File: config.mk
export PLATFORM = sky130hd
export DESIGN_NAME = slt_top
export DESIGN_NICKNAME = d
export VERILOG_FILES = /design/src/slt_pkg.sv /design/src/slt_top.sv /design/src/slt_timebase.sv /design/src/slt_bicolor.sv
export SDC_FILE = /design/constraint.sdc
export NUM_CORES = 1
export LEC_CHECK = 0
export BUFFER_PORTS_ARGS = -buffer_cell sky130_fd_sc_hd__buf_2
export CAP_MARGIN = 10
export CORE_MARGIN = 2
export CORE_UTILIZATION = 40
export CTS_BUF_LIST = sky130_fd_sc_hd__clkbuf_2 sky130_fd_sc_hd__clkbuf_4 sky130_fd_sc_hd__clkbuf_8
export CTS_CLUSTER_DIAMETER = 30
export DETAILED_ROUTE_END_ITERATION = 7
export PLACE_DENSITY_LB_ADDON = 0.05
export SLEW_MARGIN = 25
export SYNTH_ARGS = -nofsm -noshare
export SYNTH_HDL_FRONTEND = slang
export SYNTH_SLANG_ARGS = --single-unit
File: constraint.sdc
create_clock -name clk -period 8.1 [get_ports clk]
set_input_delay 0.81 -clock clk [delete_from_list [all_inputs] [get_ports clk]]
set_output_delay 0.81 -clock clk [all_outputs]
set_load 0.03 [all_outputs]
File: src/slt_pkg.sv
/*
  Shared constants and types of the status LED indicator controller.
  Assumes one 250 MHz board clock and internal status sources on that clock.
*/
package slt_pkg;

  // ----------------------------------------------------------------
  // Timing
  // ----------------------------------------------------------------
  localparam int unsigned SLT_CLK_HZ      = 250_000_000;
  localparam int unsigned SLT_BLINK_SEC   = 1;
  localparam int unsigned SLT_SEC_CYCLES  = SLT_CLK_HZ * SLT_BLINK_SEC;
  localparam logic [2:0]  SLT_TRIPLE_HALF = 3'h6;

  // ----------------------------------------------------------------
  // Register map
  // ----------------------------------------------------------------
  localparam int unsigned SLT_AW          = 8;
  localparam logic [7:0]  SLT_OFS_CTRL    = 8'h00;
  localparam logic [7:0]  SLT_OFS_IRQ_STS = 8'h04;
  localparam logic [7:0]  SLT_OFS_IRQ_MSK = 8'h08;
  localparam logic [7:0]  SLT_OFS_LED     = 8'h0C;
  localparam logic [7:0]  SLT_OFS_TRUNK   = 8'h10;
  localparam int unsigned SLT_CTRL_PANEL  = 0;
  localparam logic [0:0]  SLT_CTRL_RST    = 1'h1;
  localparam int unsigned SLT_NEV         = 4;
  localparam int unsigned SLT_EV_EXTDET   = 0;
  localparam int unsigned SLT_EV_ALARM    = 1;
  localparam int unsigned SLT_EV_LOCKED   = 2;
  localparam int unsigned SLT_EV_L2LOST   = 3;
  localparam logic [3:0]  SLT_IRQ_RST     = 4'h0;

  // ----------------------------------------------------------------
  // Types
  // ----------------------------------------------------------------
  typedef enum logic [2:0] {
    BS_OFF      = 3'b000,
    BS_BIST     = 3'b001,
    BS_NORMAL   = 3'b010,
    BS_PARTIAL  = 3'b011,
    BS_ALARM    = 3'b100,
    BS_WAIT_ACT = 3'b101,
    BS_DOWNLOAD = 3'b110
  } slt_board_t;

  typedef enum logic [1:0] {
    TRK_OK     = 2'b00,
    TRK_FAULT  = 2'b01,
    TRK_TEST   = 2'b10,
    TRK_UNUSED = 2'b11
  } slt_trunk_t;

  typedef enum logic [1:0] {
    SM_NONE   = 2'b00,
    SM_TRUNK  = 2'b01,
    SM_GPS    = 2'b10,
    SM_MASTER = 2'b11
  } slt_sync_t;

  typedef enum logic [1:0] {
    COL_OFF   = 2'b00,
    COL_GREEN = 2'b01,
    COL_RED   = 2'b10,
    COL_AMBER = 2'b11
  } slt_color_t;

  typedef struct packed {
    slt_board_t      board;
    logic            is_active;
    logic            config_unknown;
    slt_sync_t       sync_mode;
    logic [2:0]      sync_trunk;
    logic            sync_holdover;
    logic            sync_locked;
    logic            ext_sync_bad;
    logic            l2_up;
    logic            l2_download;
    slt_trunk_t [7:0] trunk;
  } slt_status_t;

  typedef struct packed {
    logic       corp_red;
    logic       corp_green;
    logic [7:0] trunk_red;
    logic [7:0] trunk_green;
    logic       ext_red;
    logic       ext_green;
    logic [3:0] sync_src;
    logic       holdover;
    logic       act_red;
    logic       act_green;
    logic       backhaul;
  } slt_led_t;

endpackage

File: src/slt_top.sv
/*
  Front-panel status indicator controller of the interface control board.
  Assumes status inputs come from logic on clk; LEDs are active high,
  amber is red and green together.
*/
// The address-and-strobe port and the placing of the registers were decided locally.
`timescale 1ns/1ps

module slt_top
  import slt_pkg::*;
#(
  parameter int unsigned SEC_CYCLES = SLT_SEC_CYCLES
) (
  input  wire logic              clk,
  input  wire logic              reset,
  input  wire logic              ce,
  input  wire slt_status_t       status,
  input  wire logic [SLT_AW-1:0] reg_addr,
  input  wire logic [31:0]       reg_wdata,
  input  wire logic              reg_we,
  input  wire logic              reg_re,
  output logic [31:0]            reg_rdata,
  output slt_led_t               leds,
  output logic                   irq
);

  initial begin
    if (SEC_CYCLES < 2) begin
      $error("SEC_CYCLES must be at least 2");
    end
  end

  // ----------------------------------------------------------------
  // State
  // ----------------------------------------------------------------
  typedef struct packed {
    logic [0:0]         ctrl;
    logic [SLT_NEV-1:0] irq_sts;
    logic [SLT_NEV-1:0] irq_msk;
    logic [31:0]        rdata;
    slt_led_t           leds;
    logic               irq;
    logic               ext_prev;
    logic               alarm_prev;
    logic               locked_prev;
    logic               l2_prev;
    logic [2:0]         triple_cnt;
  } slt_state_t;

  slt_state_t st_q;
  slt_state_t st_d;

  // ----------------------------------------------------------------
  // Shared timebase
  // ----------------------------------------------------------------
  logic tick;
  logic phase;
  logic new_det;

  slt_timebase #(
    .SEC_CYCLES (SEC_CYCLES)
  ) u_timebase (
    .clk     (clk),
    .reset   (reset),
    .ce      (ce),
    .restart (new_det),
    .tick    (tick),
    .phase   (phase)
  );

  // ----------------------------------------------------------------
  // Board conditions
  // ----------------------------------------------------------------
  logic dark;
  logic bist;
  logic ext_present;

  assign dark        = (status.board == BS_OFF) || !st_q.ctrl[SLT_CTRL_PANEL];
  assign bist        = (status.board == BS_BIST);
  assign ext_present = (status.sync_mode == SM_GPS) || (status.sync_mode == SM_MASTER);
  assign new_det     = ext_present && !st_q.ext_prev;

  // ----------------------------------------------------------------
  // Colour selection of bicolour LEDs
  // ----------------------------------------------------------------
  slt_color_t [9:0] color;
  logic       [9:0] col_red;
  logic       [9:0] col_green;

  always_comb begin
    for (int i = 0; i < 8; i++) begin
      case (status.trunk[i])
        TRK_OK:    color[i] = COL_GREEN;
        TRK_FAULT: color[i] = COL_RED;
        TRK_TEST:  color[i] = COL_AMBER;
        default:   color[i] = COL_OFF;
      endcase
    end
    if (status.ext_sync_bad) begin
      color[8] = COL_RED;
    end else if (status.sync_mode == SM_MASTER) begin
      color[8] = COL_AMBER;
    end else if ((status.sync_mode == SM_GPS) || status.sync_holdover) begin
      color[8] = COL_GREEN;
    end else begin
      color[8] = COL_OFF;
    end
    if (status.config_unknown) begin
      color[9] = COL_RED;
    end else if (status.is_active) begin
      color[9] = COL_GREEN;
    end else begin
      color[9] = COL_OFF;
    end
  end

  for (genvar g = 0; g < 10; g++) begin : g_bicolor
    slt_bicolor u_bicolor (
      .color (color[g]),
      .dark  (dark),
      .bist  (bist),
      .red   (col_red[g]),
      .green (col_green[g])
    );
  end

  // ----------------------------------------------------------------
  // Read image of the LED register
  // ----------------------------------------------------------------
  logic [13:0] led_word;

  assign led_word = {st_q.leds.corp_red,
                     st_q.leds.corp_green,
                     st_q.leds.ext_red,
                     st_q.leds.ext_green,
                     st_q.leds.sync_src,
                     st_q.leds.holdover,
                     st_q.leds.act_red,
                     st_q.leds.act_green,
                     st_q.leds.backhaul,
                     st_q.triple_cnt != 3'h0,
                     phase};

  // ----------------------------------------------------------------
  // Next state
  // ----------------------------------------------------------------
  logic [SLT_NEV-1:0] ev;
  logic [SLT_NEV-1:0] clr;
  logic [3:0]         src_code;
  logic               hold_on;
  logic               triple_on;

  always_comb begin
    st_d = st_q;

    // Edge detection of board events
    // Detectors start low, so a level present at reset release is an event, except a backhaul link already down
    st_d.ext_prev    = ext_present;
    st_d.alarm_prev  = (status.board == BS_ALARM);
    st_d.locked_prev = status.sync_locked;
    st_d.l2_prev     = status.l2_up;
    ev                = '0;
    ev[SLT_EV_EXTDET] = new_det;
    ev[SLT_EV_ALARM]  = (status.board == BS_ALARM) && !st_q.alarm_prev;
    ev[SLT_EV_LOCKED] = status.sync_locked && !st_q.locked_prev;
    ev[SLT_EV_L2LOST] = !status.l2_up && st_q.l2_prev;

    // Triple blink on new external detection
    if (new_det) begin
      st_d.triple_cnt = SLT_TRIPLE_HALF;
    end else if (tick && (st_q.triple_cnt != 3'h0)) begin
      st_d.triple_cnt = st_q.triple_cnt - 3'h1;
    end
    // Lit on even counts, so each second turns over on the same edge as the phase
    triple_on = (st_d.triple_cnt != 3'h0) && !st_d.triple_cnt[0];

    // Corporate LEDs
    case (status.board)
      BS_BIST: begin
        st_d.leds.corp_red   = 1'b1;
        st_d.leds.corp_green = 1'b1;
      end
      BS_NORMAL: begin
        st_d.leds.corp_red   = 1'b0;
        st_d.leds.corp_green = 1'b1;
      end
      BS_PARTIAL: begin
        st_d.leds.corp_red   = phase;
        st_d.leds.corp_green = 1'b1;
      end
      BS_ALARM: begin
        st_d.leds.corp_red   = 1'b1;
        st_d.leds.corp_green = 1'b0;
      end
      BS_WAIT_ACT: begin
        st_d.leds.corp_red   = 1'b0;
        st_d.leds.corp_green = phase;
      end
      BS_DOWNLOAD: begin
        st_d.leds.corp_red   = phase;
        st_d.leds.corp_green = phase;
      end
      default: begin
        st_d.leds.corp_red   = 1'b0;
        st_d.leds.corp_green = 1'b0;
      end
    endcase
    if (!st_q.ctrl[SLT_CTRL_PANEL]) begin
      st_d.leds.corp_red   = 1'b0;
      st_d.leds.corp_green = 1'b0;
    end

    // Bicolour specific LEDs
    st_d.leds.trunk_red   = col_red[7:0];
    st_d.leds.trunk_green = col_green[7:0];
    st_d.leds.ext_red     = col_red[8];
    st_d.leds.ext_green   = col_green[8];
    st_d.leds.act_red     = col_red[9];
    st_d.leds.act_green   = col_green[9];

    // Sync-source LEDs
    src_code = {1'b0, status.sync_trunk} + 4'h1;
    if (dark) begin
      st_d.leds.sync_src = 4'h0;
    end else if (bist) begin
      st_d.leds.sync_src = 4'hF;
    end else if (ext_present) begin
      if (st_d.triple_cnt != 3'h0) begin
        st_d.leds.sync_src = {4{triple_on}};
      end else begin
        st_d.leds.sync_src = 4'hF;
      end
    end else if ((status.sync_mode == SM_TRUNK) || status.sync_holdover) begin
      st_d.leds.sync_src = src_code;
    end else begin
      st_d.leds.sync_src = 4'h0;
    end

    // Holdover LED: lock from the backhaul only counts once fully achieved
    if (status.is_active) begin
      hold_on = !status.sync_locked || status.sync_holdover;
    end else begin
      hold_on = !status.sync_locked;
    end
    if (dark) begin
      st_d.leds.holdover = 1'b0;
    end else if (bist) begin
      st_d.leds.holdover = 1'b1;
    end else begin
      st_d.leds.holdover = hold_on;
    end

    // Backhaul link LED
    if (dark) begin
      st_d.leds.backhaul = 1'b0;
    end else if (bist) begin
      st_d.leds.backhaul = 1'b1;
    end else if (status.l2_download) begin
      st_d.leds.backhaul = phase;
    end else begin
      st_d.leds.backhaul = status.l2_up;
    end

    // Register writes
    // Writes to unmapped offsets are dropped
    clr = '0;
    if (reg_we) begin
      if (reg_addr == SLT_OFS_CTRL) begin
        st_d.ctrl = reg_wdata[0:0];
      end else if (reg_addr == SLT_OFS_IRQ_STS) begin
        clr = reg_wdata[SLT_NEV-1:0];
      end else if (reg_addr == SLT_OFS_IRQ_MSK) begin
        st_d.irq_msk = reg_wdata[SLT_NEV-1:0];
      end
    end

    // Sticky status, a new event wins over a clear
    st_d.irq_sts = (st_q.irq_sts & ~clr) | ev;
    st_d.irq     = |(st_d.irq_sts & st_d.irq_msk);

    // Register reads, data stand for one cycle only
    st_d.rdata = 32'h0000_0000;
    if (reg_re) begin
      if (reg_addr == SLT_OFS_CTRL) begin
        st_d.rdata = {31'h0000_0000, st_q.ctrl};
      end else if (reg_addr == SLT_OFS_IRQ_STS) begin
        st_d.rdata = {28'h000_0000, st_q.irq_sts};
      end else if (reg_addr == SLT_OFS_IRQ_MSK) begin
        st_d.rdata = {28'h000_0000, st_q.irq_msk};
      end else if (reg_addr == SLT_OFS_LED) begin
        st_d.rdata = {18'h0_0000, led_word};
      end else if (reg_addr == SLT_OFS_TRUNK) begin
        st_d.rdata = {16'h0000, st_q.leds.trunk_red, st_q.leds.trunk_green};
      end
    end
  end

  // ----------------------------------------------------------------
  // Registers
  // ----------------------------------------------------------------
  always_ff @(posedge clk or posedge reset) begin
    if (reset) begin
      st_q <= '{ctrl:        SLT_CTRL_RST,
                irq_sts:     SLT_IRQ_RST,
                irq_msk:     SLT_IRQ_RST,
                rdata:       32'h0000_0000,
                leds:        '0,
                irq:         1'b0,
                ext_prev:    1'b0,
                alarm_prev:  1'b0,
                locked_prev: 1'b0,
                l2_prev:     1'b0,
                triple_cnt:  3'h0};
    end else if (ce) begin
      st_q <= st_d;
    end
  end

  // ----------------------------------------------------------------
  // Outputs
  // ----------------------------------------------------------------
  assign reg_rdata = st_q.rdata;
  assign leds      = st_q.leds;
  assign irq       = st_q.irq;
endmodule

File: src/slt_timebase.sv
/*
  One-second timebase shared by all blinking LEDs.
  Assumes restart is a same-clock pulse; the phase is high in the first second.
*/
`timescale 1ns/1ps
module slt_timebase
  import slt_pkg::*;
#(
  parameter int unsigned SEC_CYCLES = SLT_SEC_CYCLES
) (
  input  wire logic clk,
  input  wire logic reset,
  input  wire logic ce,
  input  wire logic restart,
  output logic      tick,
  output logic      phase
);
  localparam int unsigned CW = $clog2(SEC_CYCLES);

  initial begin
    if (SEC_CYCLES < 2) begin
      $error("SEC_CYCLES must be at least 2");
    end
  end

  typedef struct packed {
    logic [CW-1:0] cnt;
    logic          phase;
  } slt_tb_state_t;

  slt_tb_state_t st_q;
  slt_tb_state_t st_d;
  logic          wrap;

  // ----------------------------------------------------------------
  // Counter
  // ----------------------------------------------------------------
  always_comb begin
    st_d = st_q;
    wrap = (st_q.cnt == CW'(SEC_CYCLES - 1));
    if (restart) begin
      st_d.cnt   = '0;
      st_d.phase = 1'b1;
    end else if (wrap) begin
      st_d.cnt   = '0;
      st_d.phase = ~st_q.phase;
    end else begin
      st_d.cnt = st_q.cnt + CW'(1);
    end
  end

  always_ff @(posedge clk or posedge reset) begin
    if (reset) begin
      st_q <= '{cnt: '0, phase: 1'b1};
    end else if (ce) begin
      st_q <= st_d;
    end
  end

  assign tick  = wrap & ~restart;
  assign phase = st_q.phase;
endmodule

File: src/slt_bicolor.sv
/*
  Colour encoder of one red/green LED.
  Assumes dark overrides the self-test amber, which overrides the colour.
*/
`timescale 1ns/1ps
module slt_bicolor
  import slt_pkg::*;
(
  input  wire slt_color_t color,
  input  wire logic       dark,
  input  wire logic       bist,
  output logic            red,
  output logic            green
);
  // ----------------------------------------------------------------
  // Encoding
  // ----------------------------------------------------------------
  always_comb begin
    if (dark) begin
      red   = 1'b0;
      green = 1'b0;
    end else if (bist) begin
      red   = 1'b1;
      green = 1'b1;
    end else begin
      red   = color[1];
      green = color[0];
    end
  end
endmodule

==> metrics.md <==
| Metric | Value |
|---|---|
| CP top delay family | simple AND/OR/NAND/NOR gates |
| Die height | 118.3 µm |
| Clk_lat worst skew | 0.37 ns |
| Wire per inst | 15.85 µm |
| Worst-Margin Slew | 0.8399 ns |
| Max Transition Viols Final | 0 |
| H-tree depth | 3 |
| Std cell rows | 41 |
| GPL Wtd Cong | 0.7759 |
| Adder-Cell Fraction of Synth Area | 4.790% |
| Avg Inst Size Synth | 9.801 µm² |
| Sequential area share after synthesis | 43.16% |
| Root buffer cell | clkbuf_8 |
| Total congestion overflow | 0 |
| CTS Hold Buffers Added | 0 |
| Worst EP arrival | 3.06 ns |
| Vias in the first global route | 3841 |
| Crit Path Category | primary input to register |
| CP max FO | 38 |
| Dpl hpwl | 8454 µm |
| Fin Setup TNS | 0 ns |
| Leakage | 2.762 nW |
| Inserted Clock Buffers | 9 |
| Ys flop type | dfrtp_1 |
| Area fraction of the dominant cell type after synthesis | 42.16% |
| Synth unique cells | 61 |
| Die span in x | 118.3 µm |
| TritonCTS Sinks | 90 |
| Multiplexer share of the synthesized area | 2.323% |
| Startpoint types | primary input |
| Mapped Cells | 533 |
| TritonCTS clock tree | done |
| Netlist area before placement | 0.005224 mm² |
| Antenna violations before repair | 0 |
| Outcome | complete, no violations |
| Most frequent cells in the layout | buf_2 (92), dfrtp_1 (88), nor2_1 (55), o2bb2ai_1 (33), inv_1 (32) |
| Critical Path RT | 8.39 ns |
| Final setup fails | 0 |
| Tmin final | 2.770 ns |
| Achievable Freq | 360.9 MHz |
| Worst hold slack | 0.4928 ns |
| FFs w/ async S/R, synth | 100.0% |
| Post-synth EDFFs | 0 |
| CTS clk-pin slew, worst paths | 0.09 ns |
| Vias per cell | 5.045 |
| I/O Pins | 137 |
| N_diodes | 0 |
| Share of layout cells above drive strength 1 | 23.70% |
| Post-CTS Setup Bufs | 0 |
| Power per cell area | 171.5 mW/mm² |
| Die area | 0.01399 mm² |
| Synth Area in Compound Gates | 14.97% |
| Detail Route Antenna Nets | 0 |
| Post-Place Cell Area | 0.005456 mm² |
| FF+latch count, synth | 90 |
| Setup repair after global routing missed its margin | false |
| Longest Clk Path Bufs | 2 |
| Cell area after layout | 0.005709 mm² |
| Global-route wire length before repair | 20200 µm |
| Residual DRC | 0 |
| CP cell instances | buf_2 > nand4_1 > nor3_1 > nand3_1 > or3_1 > a21oi_1 |
| Initial Util | 41.23% |
| Final WL | 11890 µm |
| Via count | 3784 |
| CP max stage delay | 0.61 ns |
| YS warnings | 0 |
| Min-Delay Path Class | register to register |
| CTS resizes | 0 |
| Area grow syn2layout | 9.293% |
| Simple-gate share of the synthesized area | 17.13% |
| DR iter-0 viols | 163 |
| Commonest non-fill, non-tap cell in the layout | buf_2 |
| Final number of hold-violating endpoints | 0 |
| Final net count | 669 |
| Largest family of logic cells by synthesized area | simple AND/OR/NAND/NOR gates |
| Port bufs | 92 |
| VDD IR max | 76.63 µV |
| Core Region | 0.01267 mm² |
| Max-cap violations | 0 |
| Slew headroom | 43.94% |
| Crit. End Element | register |
| Cell taking the most area after synthesis | dfrtp_1 |
| Slowest-stage cell, CP | nor3_1 |
| Largest net degree at the start of global routing | 47 |
| First-pass iteration count of the detailed router | 4 |
| Gr usage total | 18.05% |
| Synth top area cells | dfrtp_1 (42%), buf_4 (8.6%), o2bb2ai_1 (5.5%) |
| Clk_skew | 0.01121 ns |
| Xor and xnor area share after synthesis | 4.527% |
| CP Buf/Inv Count | 1 |
| Final period utilization | 34.20% |
==> per-layer routing <==
| layer | part of all wire (%) | global-route usage (%) |
|---|---|---|
| met5 | 0 | 0 |
| met4 | 2.3 | 7.380 |
| met3 | 3.5 | 2.751 |
| met2 | 48 | 29.88 |
| met1 | 46 | 23.60 |
==> worst paths after layout <==
check	from	end	slack (ns)	cells past startpoint
setup reg to reg	u_timebase.st_q[1]	u_timebase.st_q[16]	5.74	6
min in group asynchronous	reset	reg_rdata[15]	0.58	2
max in group asynchronous	reset	leds[13]	6.43	3
setup / recovery	ce	u_timebase.st_q[28]	5.33	6
hold reg to reg	st_q[5]	st_q[5]	0.49	1
hold / removal	st_q[5]	st_q[5]	0.49	1
==> cell families after synthesis <==
group                    after synthesis
AND/OR/NAND/NOR                      164
XOR/XNOR                              27
buffers and inverters                116
AO/OA/AOI/OAI                        104
multiplexers                          11
other                                  1
adder cells (fa/ha/maj)               20
flip-flops                            90
==> state kept, by name, indices dropped and copies added, names as in the netlist <==
signal	flops
u_timebase.phase	1
irq	1
st_q	16
u_timebase.st_q	28
reg_rdata	16
leds	28
==> report_power, final <==
part           internal [mW]  switching [mW]
combinational         0.0380          0.0746
clock                  0.221           0.167
sequential             0.464          0.0146
==> layout make-up <==
type                    instances  area (µm²)
flip-flops and latches         90        2255
clock inverters                 5       100.1
well taps                     172       215.2
clock buffers                  11       151.4
multi-input cells             342        2369
fillers                      1243        6962
repair buffers                 96       490.5
inverters                      34       128.9
==> synth_stat cells (6+ instances only) <==
library cell,n
a21oi_1,9
a22o_1,6
a22oi_1,12
and3_1,6
buf_4,60
clkbuf_1,15
dfrtp_1,88
ha_1,20
inv_1,33
mux2_2,9
nand2_1,25
nand3_1,12
nand4_1,16
nor2_1,55
nor2b_1,6
nor3_1,16
o21ai_0,17
o2bb2ai_1,33
xnor2_1,7
xor2_1,20
==> metrics by stage <==
stage | worst slack [ns] | total power [mW] | util, % | cells
2_1_floorplan | 4.958 | 0.5724 | - | 548
3_3_place_gp | 4.874 | 0.6006 | 43.06 | 734
3_5_place_dp | 4.864 | 0.6022 | 43.06 | 734
4_1_cts | 5.272 | 0.9919 | 45.05 | 750
5_1_grt | 4.992 | 1.027 | 45.06 | 750
6_report | 5.330 | 0.9789 | 45.06 | 750
Note: power is estimated with default switching activity, not from simulation.
